### src/shared/zcdl_cfg.svh
`ifndef ZCDL_CFG_SVH
`define ZCDL_CFG_SVH

// ***************************************************************
// Register offsets (byte addresses)
// ***************************************************************
`define ZCDL_OFS_CTRL 12'h000
`define ZCDL_OFS_STAT 12'h004
`define ZCDL_OFS_CLR 12'h008
`define ZCDL_OFS_IEN 12'h00c
`define ZCDL_OFS_PRIO 12'h010
`define ZCDL_OFS_FLAG 12'h014

// ***************************************************************
// Control register field positions
// ***************************************************************
`define ZCDL_BIT_SOFT_ON 7
`define ZCDL_BIT_OUT 5
`define ZCDL_BIT_INVERT 4
`define ZCDL_BIT_RISE_EN 1
`define ZCDL_BIT_FALL_EN 0

// ***************************************************************
// Status / interrupt bit positions
// ***************************************************************
`define ZCDL_ST_CROSS 0
`define ZCDL_ST_RISE 1
`define ZCDL_ST_FALL 2

// Priority register bits
`define ZCDL_PR_SCHEME 0
`define ZCDL_PR_HIGH 1

// Reset values
`define ZCDL_CTRL_RST 8'h00
`define ZCDL_IEN_RST 3'h0
`define ZCDL_PRIO_RST 2'h0

// Synchroniser depth
`define ZCDL_SYNC_STAGES 2

`endif

### src/shared/zcdl_pkg.sv
package zcdl_pkg;

    // Bus slave phases
    typedef enum logic [0:0] {
        ZCDL_IDLE,
        ZCDL_DONE
    } zcdl_bus_state_type;

endpackage

### src/hw/zcdl_sync.sv
`timescale 1ns/1ps
`include "zcdl_cfg.svh"

// Two-flop synchroniser for the asynchronous comparator level
module zcdl_sync (
    input wire logic pclk,
    input wire logic presetn,
    input wire logic async_in,
    output logic sync_out
);

    // Both stages of the chain in one packed struct
    typedef struct packed {
        logic [`ZCDL_SYNC_STAGES-1:0] chain;
    } zcdl_sync_state_type;

    zcdl_sync_state_type state_r;
    zcdl_sync_state_type state_nxt;

    // ***************************************************************
    // Shift the level in; only stage 1 reads stage 0
    // ***************************************************************
    always_comb begin
        state_nxt = state_r;
        state_nxt.chain = {state_r.chain[0], async_in};
    end

    // State register
    always_ff @(posedge pclk or negedge presetn) begin
        if (!presetn) begin
            state_r <= '0;
        end else begin
            state_r <= state_nxt;
        end
    end

    assign sync_out = state_r.chain[`ZCDL_SYNC_STAGES-1];

endmodule

### src/hw/zcdl_edge.sv
`timescale 1ns/1ps

// Rising/falling detector on a synchronous level
module zcdl_edge (
    input wire logic pclk,
    input wire logic presetn,
    input wire logic level,
    output logic rise,
    output logic fall
);

    // Previous sample of the level
    typedef struct packed {
        logic prev;
    } zcdl_edge_state_type;

    zcdl_edge_state_type state_r;
    zcdl_edge_state_type state_nxt;

    // ***************************************************************
    // Keep one sample of history
    // ***************************************************************
    always_comb begin
        state_nxt = state_r;
        state_nxt.prev = level;
    end

    // State register
    always_ff @(posedge pclk or negedge presetn) begin
        if (!presetn) begin
            state_r <= '0;
        end else begin
            state_r <= state_nxt;
        end
    end

    // Compare current against previous sample
    assign rise = level & ~state_r.prev;
    assign fall = ~level & state_r.prev;

endmodule

### src/hw/zcdl_top.sv
// Decided for this implementation: the placing of the registers and register access over APB.
`timescale 1ns/1ps
`include "zcdl_cfg.svh"

module zcdl_top (
    input wire logic pclk,
    input wire logic presetn,
    input wire logic psel,
    input wire logic penable,
    input wire logic pwrite,
    input wire logic [11:0] paddr,
    input wire logic [31:0] pwdata,
    output logic [31:0] prdata,
    output logic pready,
    output logic pslverr,
    input wire logic cmp_sinking,
    input wire logic fuse_standby_sel,
    input wire logic crossing_irq_en,
    input wire logic periph_irq_en,
    input wire logic global_irq_en,
    input wire logic prio_scheme_en,
    output logic detector_active,
    output logic crossing_out,
    output logic irq_high,
    output logic irq_low,
    output logic irq
);

    // ***************************************************************
    // State of the block
    // ***************************************************************
    typedef struct packed {
        zcdl_pkg::zcdl_bus_state_type bus;  // Bus slave phase
        logic [31:0] rdata;                 // Read data register
        logic ready;                        // Access completion
        logic err;                          // Unmapped address answer
        logic soft_on;                      // Software enable
        logic invert;                       // Output polarity
        logic rise_en;                      // Rising gate
        logic fall_en;                      // Falling gate
        logic crossing_flag;                // Sticky crossing flag
        logic [2:0] stat;                   // Sticky event status
        logic [2:0] ien;                    // Event interrupt enable
        logic prio_high;                    // Crossing priority
        logic out;                          // Registered logic output
        logic active;                       // Detector enabled
        logic irq;                          // Level interrupt
        logic irq_hi;                       // High priority request
        logic irq_lo;                       // Low priority request
        logic fuse_r;                       // Fuse strap registered every cycle
    } zcdl_state_type;

    zcdl_state_type state_r;
    zcdl_state_type state_nxt;

    logic cmp_sync;         // Synchronised comparator level
    logic logic_level;      // Output after inversion
    logic rise;             // Rising event
    logic fall;             // Falling event
    logic fuse_sync;        // Synchronised fuse strap
    logic bus_wr;           // Write takes effect
    logic bus_rd;           // Read takes effect
    logic mapped;           // Address decodes
    logic inv_change;       // Polarity write changes value
    logic cross_evt;        // Enabled crossing event
    logic [2:0] evt;        // Status events
    logic [7:0] ctrl_rd;    // Control readback
    logic flag_clr;         // Software clear of crossing_flag

    // ***************************************************************
    // Comparator and fuse synchronisers
    // ***************************************************************
    zcdl_sync u_sync_cmp (
        .pclk(pclk),
        .presetn(presetn),
        .async_in(cmp_sinking),
        .sync_out(cmp_sync)
    );

    zcdl_sync u_sync_fuse (
        .pclk(pclk),
        .presetn(presetn),
        .async_in(fuse_standby_sel),
        .sync_out(fuse_sync)
    );

    // Polarity applied before edge detection
    assign logic_level = cmp_sync ^ state_r.invert;

    zcdl_edge u_edge (
        .pclk(pclk),
        .presetn(presetn),
        .level(logic_level),
        .rise(rise),
        .fall(fall)
    );

    // ***************************************************************
    // Bus decode
    // ***************************************************************
    assign bus_wr = psel & penable & pwrite & (state_r.bus == zcdl_pkg::ZCDL_IDLE);
    assign bus_rd = psel & penable & ~pwrite & (state_r.bus == zcdl_pkg::ZCDL_IDLE);
    assign mapped = (paddr == `ZCDL_OFS_CTRL) || (paddr == `ZCDL_OFS_STAT) ||
                    (paddr == `ZCDL_OFS_CLR) || (paddr == `ZCDL_OFS_IEN) ||
                    (paddr == `ZCDL_OFS_PRIO) || (paddr == `ZCDL_OFS_FLAG);
    assign inv_change = bus_wr && (paddr == `ZCDL_OFS_CTRL) &&
                        (pwdata[`ZCDL_BIT_INVERT] != state_r.invert);
    // Software clear of the sticky flag, watched by the assertions
    assign flag_clr = bus_wr && (paddr == `ZCDL_OFS_FLAG) && !pwdata[0];

    // Enabled edges; a polarity flip itself is one of them since the
    // level after inversion moves, independent of soft_on
    assign cross_evt = (rise & state_r.rise_en) | (fall & state_r.fall_en);
    assign evt = {fall, rise, cross_evt};

    // Control readback with output at bit 5
    always_comb begin
        ctrl_rd = 8'h00;
        ctrl_rd[`ZCDL_BIT_SOFT_ON] = state_r.soft_on;
        ctrl_rd[`ZCDL_BIT_OUT] = state_r.out;
        ctrl_rd[`ZCDL_BIT_INVERT] = state_r.invert;
        ctrl_rd[`ZCDL_BIT_RISE_EN] = state_r.rise_en;
        ctrl_rd[`ZCDL_BIT_FALL_EN] = state_r.fall_en;
    end

    // ***************************************************************
    // Next state
    // ***************************************************************
    always_comb begin
        state_nxt = state_r;
        state_nxt.ready = 1'b0;
        state_nxt.err = 1'b0;
        // Bus phase: answer one cycle after the access phase starts
        case (state_r.bus)
            zcdl_pkg::ZCDL_IDLE: begin
                if (psel && penable) begin
                    state_nxt.bus = zcdl_pkg::ZCDL_DONE;
                    state_nxt.ready = 1'b1;
                    state_nxt.err = ~mapped;
                end
            end
            zcdl_pkg::ZCDL_DONE: begin
                state_nxt.bus = zcdl_pkg::ZCDL_IDLE;
            end
            default: begin
                state_nxt.bus = zcdl_pkg::ZCDL_IDLE;
            end
        endcase
        // Register writes
        if (bus_wr) begin
            case (paddr)
                `ZCDL_OFS_CTRL: begin
                    state_nxt.soft_on = pwdata[`ZCDL_BIT_SOFT_ON];
                    state_nxt.invert = pwdata[`ZCDL_BIT_INVERT];
                    state_nxt.rise_en = pwdata[`ZCDL_BIT_RISE_EN];
                    state_nxt.fall_en = pwdata[`ZCDL_BIT_FALL_EN];
                end
                `ZCDL_OFS_CLR: begin
                    state_nxt.stat = state_r.stat & ~pwdata[2:0];
                end
                `ZCDL_OFS_IEN: begin
                    state_nxt.ien = pwdata[2:0];
                end
                `ZCDL_OFS_PRIO: begin
                    state_nxt.prio_high = pwdata[`ZCDL_PR_HIGH];
                end
                `ZCDL_OFS_FLAG: begin
                    if (pwdata[0] == 1'b0) begin
                        state_nxt.crossing_flag = 1'b0;
                    end
                end
                default: begin
                    state_nxt.ien = state_r.ien;
                end
            endcase
        end
        // Events set after the clear so the set wins
        if (cross_evt) begin
            state_nxt.crossing_flag = 1'b1;
        end
        state_nxt.stat = state_nxt.stat | evt;
        // Register reads
        if (bus_rd) begin
            case (paddr)
                `ZCDL_OFS_CTRL: state_nxt.rdata = {24'h000000, ctrl_rd};
                `ZCDL_OFS_STAT: state_nxt.rdata = {29'h00000000, state_r.stat};
                `ZCDL_OFS_IEN: state_nxt.rdata = {29'h00000000, state_r.ien};
                `ZCDL_OFS_PRIO: state_nxt.rdata = {30'h00000000, state_r.prio_high, 1'b0};
                `ZCDL_OFS_FLAG: state_nxt.rdata = {31'h00000000, state_r.crossing_flag};
                default: state_nxt.rdata = 32'h00000000;
            endcase
        end
        // Output, enable and requests; no sleep input affects any of it
        state_nxt.out = logic_level;
        state_nxt.fuse_r = fuse_sync;
        state_nxt.active = ~state_r.fuse_r | state_r.soft_on;
        state_nxt.irq = |(state_nxt.stat & state_r.ien);
        state_nxt.irq_hi = state_nxt.crossing_flag & crossing_irq_en & periph_irq_en & global_irq_en &
                           (~prio_scheme_en | state_r.prio_high);
        state_nxt.irq_lo = state_nxt.crossing_flag & crossing_irq_en & periph_irq_en & global_irq_en &
                           prio_scheme_en & ~state_r.prio_high;
        if (inv_change) begin
            state_nxt.stat[`ZCDL_ST_CROSS] = 1'b1;
        end
    end

    // State register
    always_ff @(posedge pclk or negedge presetn) begin
        if (!presetn) begin
            state_r <= '0;
        end else begin
            state_r <= state_nxt;
        end
    end

    // ***************************************************************
    // Outputs
    // ***************************************************************
    assign prdata = state_r.rdata;
    assign pready = state_r.ready;
    assign pslverr = state_r.err;
    assign detector_active = state_r.active;
    assign crossing_out = state_r.out;
    assign irq_high = state_r.irq_hi;
    assign irq_low = state_r.irq_lo;
    assign irq = state_r.irq;
endmodule

### config.mk
export PLATFORM = sky130hd
export DESIGN_NAME = zcdl_top
export DESIGN_NICKNAME = d
export VERILOG_FILES = /design/src/shared/zcdl_pkg.sv /design/src/hw/zcdl_sync.sv /design/src/hw/zcdl_edge.sv /design/src/hw/zcdl_top.sv
export VERILOG_INCLUDE_DIRS = /design/src /design/src/shared
export SDC_FILE = /design/constraint.sdc
export NUM_CORES = 1
export LEC_CHECK = 0
export ABC_AREA = 1
export CORE_MARGIN = 4
export CORE_UTILIZATION = 40
export CTS_BUF_LIST = sky130_fd_sc_hd__clkbuf_4 sky130_fd_sc_hd__clkbuf_8 sky130_fd_sc_hd__clkbuf_16
export DETAILED_ROUTE_END_ITERATION = 12
export DONT_BUFFER_PORTS = 1
export PLACE_DENSITY = 0.62
export SYNTH_ARGS = -nofsm -noshare
export SYNTH_HDL_FRONTEND = slang
export SYNTH_SLANG_ARGS = --single-unit
export TNS_END_PERCENT = 50
### constraint.sdc
create_clock -name pclk -period 1.1 [get_ports pclk]
set_input_delay 0.165 -clock pclk [delete_from_list [all_inputs] [get_ports pclk]]
set_output_delay 0.165 -clock pclk [all_outputs]
set_load 0.01 [all_outputs]
Word level (Yosys, flattened, before mapping)

Cells that the tools add are included.

Eq/ne operators: 6
Multiplexer cells: 13
Bitwise logic cells: 31
Reductions and logical operators: 13

Operators with widths:

| kind                  | number |
|---|---|
| $pmux W8 S5           | 1 |
| $eq A12 B4 Y1 const B | 2 |
| $eq A12 B5 Y1 const B | 2 |
| $and A1 B1 Y1         | 15 |
| $eq A12 B3 Y1 const B | 1 |
| $logic_not A12 Y1     | 1 |
| $mux W8               | 1 |
| $not A1 Y1            | 8 |
| $and A3 B3 Y3         | 2 |
| $mux W1               | 6 |
| $mux W3               | 2 |
| $reduce_and A2 Y1     | 3 |
| $logic_or A1 B1 Y1    | 5 |
| $mux W2               | 2 |
| $logic_and A1 B1 Y1   | 3 |
| $not A3 Y3            | 1 |
| $or A1 B1 Y1          | 3 |
| $or A3 B3 Y3          | 1 |
| $reduce_or A3 Y1      | 1 |
| $pmux W1 S2           | 1 |
| $ne A1 B1 Y1          | 1 |
| $xor A1 B1 Y1         | 1 |

Register bits after elaboration: 57
Bits of input ports: 55
Output and inout bits: 39
Logic and storage cells: 83

Longest topological paths before layout

Gate-level depths: netlist (run 1).

Word-level depth: 11
Gate-level depth with buffers: 9
Depth with buffers taken out: 9

Hierarchy

A second synthesis (run 1) with hierarchy kept.

Cell total of the unflattened synthesis: 206
Area, all modules: 1692.9 um2

Modules (own cells, without submodules):

| module    | times used | cells an instance | area an instance (um2) | seq. area each (um2) |
|---|---|---|---|---|
| zcdl_top  | 1          | 197               | 1552.7                 | 650.6 |
| zcdl_sync | 2          | 2                 | 50.0                   | 50.0 |
| zcdl_edge | 1          | 5                 | 40.0                   | 25.0 |

Worst setup path after synthesis (run 1)

Ideal clock, no wire load.

Kind: reg-to-reg
Start point: register state_r, in the netlist ctrl_rd[4]
End point: register state_r, in the netlist irq
Library setup time: 0.121 ns
Arrival: 1.091 ns
Data required time: 0.979 ns
Setup slack: -0.112 ns
Stages on the path, launching flop included: 10
Buffers on the path: 0
Period minus slack after synthesis: 1.212 ns
Cells stage by stage: dfrtp_1 > or2_1 > nand2_2 > nor2_2 > nand2_2 > nand2_2 > inv_2 > nand2_1 > nand2_1 > nand3_2

RTL lines:

| element                | line            | RTL |
|---|---|---|
| start, declared        | zcdl_top.sv:53  | `zcdl_state_type state_r;` |
| start signal, assigned | zcdl_top.sv:212 | `state_r <= state_nxt;` |

==> impl_metrics.py, run 1 <==
metrics = {
    "status": {
        "status": "complete, but fails checks",
        "violations": "setup timing",
    },
    "synth": {
        "ys_ff_latch": 30,
        "yosys-top-cells-count": "39 x nand2_1, 32 x buf_4, 30 x dfrtp_1",
        "synth_top_area_share_pct": 42.7,
        "synth_edf_count": 0,
        "synth_cell_type_count": 29,
        "netlist_instances": 205,
        "yosysTopAreaCell": "dfrtp_1",
        "synth_ff_type": "dfrtp_1",
        "synthArstFlopShare_pct": 100,
        "synth_area_leaders": "dfrtp_1 43%, buf_4 14%, nand2_1 8.3%",
        "yosys_warnings": 0,
        "post-synth-top-count-cell": "nand2_1",
        "synth_area_um2": 1760,
        "synth.avg_cell_area_um2": 8.58,
        "seq_area_frac_synth_pct": 42.7,
    },
    "final_layout": {
        "design_area_um2": 1940,
        "multiInputGateArea_um2": 825,
        "stdcell_count": 269,
        "syn_to_final_growth_pct": 10.6,
        "finalNetCount": 273,
        "seqCellArea_um2": 752,
        "num_antenna_cells": 0,
        "fillers": 419,
        "final_layout_size_suffix_gt1_share_pct": 30.1,
    },
    "floorplanning": {
        "io-pin-count": 94,
        "start_util_pct": 42.7,
        "rows": 23,
        "die_x_um": 74.3,
        "die_h_um": 74.3,
        "coreArea_um2": 4120,
        "die_area_um2": 5520,
    },
    "worst_hold_path": {
        "hold-path-cell-count": 2,
        "hold_start": "pwdata[7]",
        "hold_path_end": "ctrl_rd[7]",
        "hold_path.class": "in -> reg",
    },
    "timing": {
        "finalCriticalPeriod_ns": 1.30,
        "max_freq_mhz": 769,
        "fin_crit_sh_pct": 118,
        "setup_ws_ns": -0.201,
        "final_hold_viol_count": 0,
        "maxSlewViolCount": 0,
        "fin_skew_ns": 0.00275,
        "rsz0062_at_grt": "yes",
        "setup_violations": 21,
    },
    "routing": {
        "route.detailed.drc": 0,
        "wl_per_cell_um": 12.0,
        "drt_iter0_markers": 47,
        "num_vias": 1233,
        "ant_nets": 0,
        "drt-total-wl_um": 3240,
        "viasPerCell": 4.58,
        "drtPass1Iterations": 4,
    },
    "job": {
        "cap_violations": 0,
    },
    "worst_setup_path": {
        "critPathCaptureType": "flip-flop",
        "critical_path.top_delay_family": "simple AND/OR/NAND/NOR gates",
        "slowest_delay_ns": 0.39,
        "worstSetupPathType": "reg -> reg",
        "cpMostUsedCell": "nand2_2",
        "r2r_cells": 8,
        "r2r-end": "irq",
        "cp_max_fo": 5,
        "reg2reg_slack_ns": -0.20,
        "required_ns": 1.26,
        "crit_buf_inv": 1,
        "start_kind": "flip-flop",
        "r2r-start": "state_r[52]",
        "worstPathArrival_ns": 1.46,
        "critical_path.slowest_cell": "dfrtp_1",
        "crit_chain": "inv_2 > nand4_1 > nor2_1 > nand3_2 > nand2_2 > nand2_2 > nand2_2 > nand3_2",
    },
    "clocking": {
        "ctsRootBufferMaster": "clkbuf_8",
        "h-tree-depth": 2,
        "cts_tree": "built",
        "clock-sinks": 30,
        "cts.clk_slew.worst_paths_ns": 0.06,
        "cts_buffer_depth": 2,
        "cts_made_buffers": 5,
        "insertion_delay_ns": 0.27,
    },
    "placed_design": {
        "gp_congestion": 0.872,
        "placed_area_um2": 1720,
        "port_buffers": 0,
        "dp_cells": 254,
        "dp_hpwl_um": 2570,
    },
    "pwr": {
        "vdd_ir_drop_max_mv": 0.439,
        "p_per_area_nw_per_um2": 1150,
        "cellLeakagePower_nw": 0.970,
    },
    "global_routing": {
        "grt_pass1_vias": 1088,
        "grt_pass1_wl_um": 4970,
        "global_route.overflow_total": 0,
        "grtUsageTotal_pct": 12.1,
        "grt_antenna_before_repair": 0,
        "grt_max_degree": 31,
    },
}
## flip-flops by register name (all words and copies together), names as in the netlist
name,flops
prdata,6
u_sync_fuse.state_r,2
irq_high,1
u_sync_cmp.state_r,2
pslverr,1
ctrl_rd,4
u_edge.state_r,1
irq,1
state_r,10
irq_low,1
detector_active,1
## area by class of cell
type                    count  share of cell area [%]
clock buffers               6                    4.25
clock inverters             2                   0.644
inverters                  22                    4.38
multi-input cells         146                    42.4
flip-flops and latches     30                    38.7
well taps                  50                    3.22
repair buffers             13                    6.44
## layer usage
metal  vias up  part of all wire [%]  global-route usage [%]
met5         -                     0                       0
li1        617                     -                       -
met3         5                    10                    4.19
met1       558                    39                    14.6
met2        53                    49                    19.4
met4         0                   2.0                    5.93
## worst reg2reg max path, stage by stage (launching register included)
cell	delay [ns]
dfrtp_1	0.39
inv_2	0.06
nand4_1	0.20
nor2_1	0.22
nand3_2	0.09
nand2_2	0.07
nand2_2	0.05
nand2_2	0.05
nand3_2	0.07
## kinds of logic after synthesis
logic type	Yosys count	synth area share, %
AND/OR/NAND/NOR	104	32.4
buffers and inverters	55	18.6
other	1	0.213
XOR/XNOR	1	0.498
AO/OA/AOI/OAI	14	5.55
flip-flops	30	42.7
## power by group
group          internal, mW  switching [mW]
Combinational        0.0659           0.140
Sequential             1.12          0.0110
Clock                 0.501           0.396
## how the worst max path moves through the flow
stage                start       end  slack (ns)  depth (start not counted)
6_report       state_r[52]       irq       -0.20                          8
5_1_grt        state_r[52]       irq       -0.31                          8
4_1_cts        state_r[52]       irq       -0.19                          8
3_5_place_dp   state_r[52]       irq       -0.18                          8
3_3_place_gp   state_r[52]  irq_high       -0.14                          8
2_1_floorplan   ctrl_rd[4]       irq        -0.1                          9
## metrics by stage
step | power, mW | setup slack, ns | hold slack, ns | utilization [%] | TNS (ns)
6_report | 2.24 | -0.201 | 0.0462 | 47.2 | -2.36
5_1_grt | 2.34 | -0.311 | 0.0326 | 47.2 | -4.33
4_1_cts | 2.26 | -0.187 | 0.0394 | 46.3 | -1.86
3_5_place_dp | 1.30 | -0.184 | -0.130 | 41.9 | -1.77
3_3_place_gp | 1.30 | -0.145 | -0.130 | 41.9 | -1.40
2_1_floorplan | 1.34 | -0.100 | -0.131 | - | -0.489
## placed cells by master, fill, tap and decap left out, types with 3 or more instances in the layout
cell type,n
nand3_1,11
nand2_4,4
nor2_1,12
nand2_1,36
o21ai_1,7
nand3_2,5
nor2_2,8
buf_4,7
inv_1,16
dfrtp_1,29
nand2_2,13
inv_2,4
conb_1,26
nand4_1,5
clkbuf_8,6
dlygate4sd3_1,3
## what timing repair did
action / in CTS / in global routing
setup buffers: 1 / 1
gates resized for setup: 8 / 10
endpoints found under the setup margin: 21 / 23
hold buffers: 4 / 0
endpoints found under the hold margin: 32 / 0
cloned: 1 / 0
pin swaps: 7 / 8
Power figures use the tool's default switching activity.
==> run 2: changes to the inputs <==
--- a/config.mk
+++ b/config.mk
@@ -12,7 +12,8 @@
 export CTS_BUF_LIST = sky130_fd_sc_hd__clkbuf_4 sky130_fd_sc_hd__clkbuf_8 sky130_fd_sc_hd__clkbuf_16
 export DETAILED_ROUTE_END_ITERATION = 12
 export DONT_BUFFER_PORTS = 1
-export PLACE_DENSITY = 0.62
+export GPL_TIMING_DRIVEN = 0
+export PLACE_DENSITY = 0.63
 export SYNTH_ARGS = -nofsm -noshare
 export SYNTH_HDL_FRONTEND = slang
 export SYNTH_SLANG_ARGS = --single-unit
==> run 2 against run 1 <==
The run still ends with setup timing left. Clock skew up 0.0043 ns. Die area unchanged. Core utilization up 4.6 points. Critical endpoint unchanged.
==> impl_metrics.py, run 2 (synthesis gave the netlist of run 1 again) <==
metrics = {
    "timing": {
        "max_freq_mhz": 790,
        "fin_crit_sh_pct": 115,
        "maxSlewViolCount": 0,
        "finalCriticalPeriod_ns": 1.27,
        "setup_violations": 21,
        "setup_ws_ns": -0.166,
        "final_hold_viol_count": 0,
        "rsz0062_at_grt": "yes",
        "fin_hold_ws_ns": 0.0488,
        "fin_skew_ns": 0.00705,
    },
    "clocking": {
        "cts_tree": "built",
        "cts_buffer_depth": 2,
        "cts_made_buffers": 5,
        "cts.clk_slew.worst_paths_ns": 0.07,
        "ctsRootBufferMaster": "clkbuf_8",
        "h-tree-depth": 2,
        "clock-sinks": 30,
        "insertion_delay_ns": 0.28,
    },
    "final_layout": {
        "final_common_cell": "nand2_1",
        "final_layout_size_suffix_gt1_share_pct": 37.7,
        "finalNetCount": 298,
        "fin_util_pct": 51.8,
        "largest_reg_flops": 10,
        "layout_common_cells": "35 x nand2_1, 33 x buf_4, 30 x dfrtp_1",
        "regMostFlops": "state_r",
        "num_antenna_cells": 0,
        "syn_to_final_growth_pct": 21.4,
    },
    "floorplanning": {
        "die_area_um2": 5520,
        "die_x_um": 74.3,
        "rows": 23,
        "coreArea_um2": 4120,
        "io-pin-count": 94,
        "start_util_pct": 42.7,
        "die_h_um": 74.3,
    },
    "worst_hold_path": {
        "hold-path-cell-count": 2,
        "hold_path.class": "in -> reg",
        "hold_start": "psel",
        "hold_path_end": "state_r[52]",
    },
    "worst_setup_path": {
        "critPathCaptureType": "flip-flop",
        "r2r-end": "irq",
        "r2r_cells": 9,
        "cp_max_fo": 4,
        "required_ns": 1.26,
        "reg2reg_slack_ns": -0.17,
        "start_kind": "flip-flop",
        "worstPathArrival_ns": 1.43,
        "worstSetupPathType": "reg -> reg",
        "r2r-start": "u_sync_cmp.state_r[1]",
    },
    "status": {
        "violations": "setup timing",
        "status": "complete, but fails checks",
    },
    "routing": {
        "route.detailed.drc": 0,
        "drt-total-wl_um": 3270,
        "drtPass1Iterations": 4,
        "num_vias": 1270,
        "drt_iter0_markers": 36,
        "wl_per_cell_um": 11.1,
        "viasPerCell": 4.32,
        "ant_nets": 0,
    },
    "pwr": {
        "p_per_area_nw_per_um2": 1080,
        "cellLeakagePower_nw": 1.11,
        "vdd_ir_drop_max_mv": 0.463,
    },
    "placed_design": {
        "port_buffers": 0,
        "dp_hpwl_um": 2580,
        "gp_congestion": 0.874,
    },
    "global_routing": {
        "grtUsageTotal_pct": 13.1,
        "grt_pass1_wl_um": 5550,
        "grt_max_degree": 31,
        "grt_antenna_before_repair": 0,
        "grt_pass1_vias": 1241,
        "global_route.overflow_total": 0,
    },
    "job": {
        "cap_violations": 0,
    },
}
[run 2: worst max-delay path by stage]
stage                     startpoint  end  slack [ns]  cells after the start
2_1_floorplan             ctrl_rd[4]  irq        -0.1                      9
3_3_place_gp             state_r[52]  irq       -0.30                      8
3_5_place_dp             state_r[52]  irq       -0.29                      8
4_1_cts                  state_r[52]  irq       -0.19                      9
5_1_grt                  state_r[52]  irq       -0.29                      9
6_report       u_sync_cmp.state_r[1]  irq       -0.17                      9
[run 2: power breakdown]
part	switching (mW)	internal, mW
clock	0.415	0.502
combinational	0.146	0.108
sequential	0.0136	1.12
[run 2: final cells by class]
cell class              instances  area, µm²
well taps                      50       62.6
repair buffers                  6       68.8
clock buffers                   6       82.6
plain buffers                  33        251
clock inverters                 2       12.5
fillers                       400       1980
flip-flops and latches         30        751
multi-input cells             145        820
inverters                      22       85.1
[run 2: repair_timing]
action,in CTS,in global routing
resized for setup,10,5
pin swaps,4,3
endpoints found under the hold margin,32,0
setup endpoints to repair,21,21
buffers inserted,2,0
hold buffers,4,0
[run 2: routing by layer]
layer,vias to the layer above,routed length (µm),global-route usage [%]
met5,-,0,0
met4,0,46,4.15
met3,6,279,4.46
met2,44,1640,21.7
met1,553,1300,16.2
li1,667,-,-
[run 2: critical path, stage by stage, from the launching register on]
cell and delay (ns):
dfrtp_1 0.38, or2_1 0.23, nand2_2 0.10, nor2_2 0.05
nand2_2 0.06, nand2_2 0.05, inv_2 0.08, nand2_1 0.06
nand2_1 0.07, nand3_2 0.06
[run 2: through the flow]
stage	setup TNS, ns	setup slack, ns	power (mW)	instance area [µm²]	cells
final	-1.84	-0.166	2.30	2130	294
after global routing	-4.09	-0.286	2.42	2130	294
after CTS	-2.40	-0.190	2.32	2110	294
after detailed placement	-3.48	-0.291	1.36	1920	280
after global placement	-3.43	-0.303	1.36	1920	280
after floorplan	-0.489	-0.100	1.34	1860	230
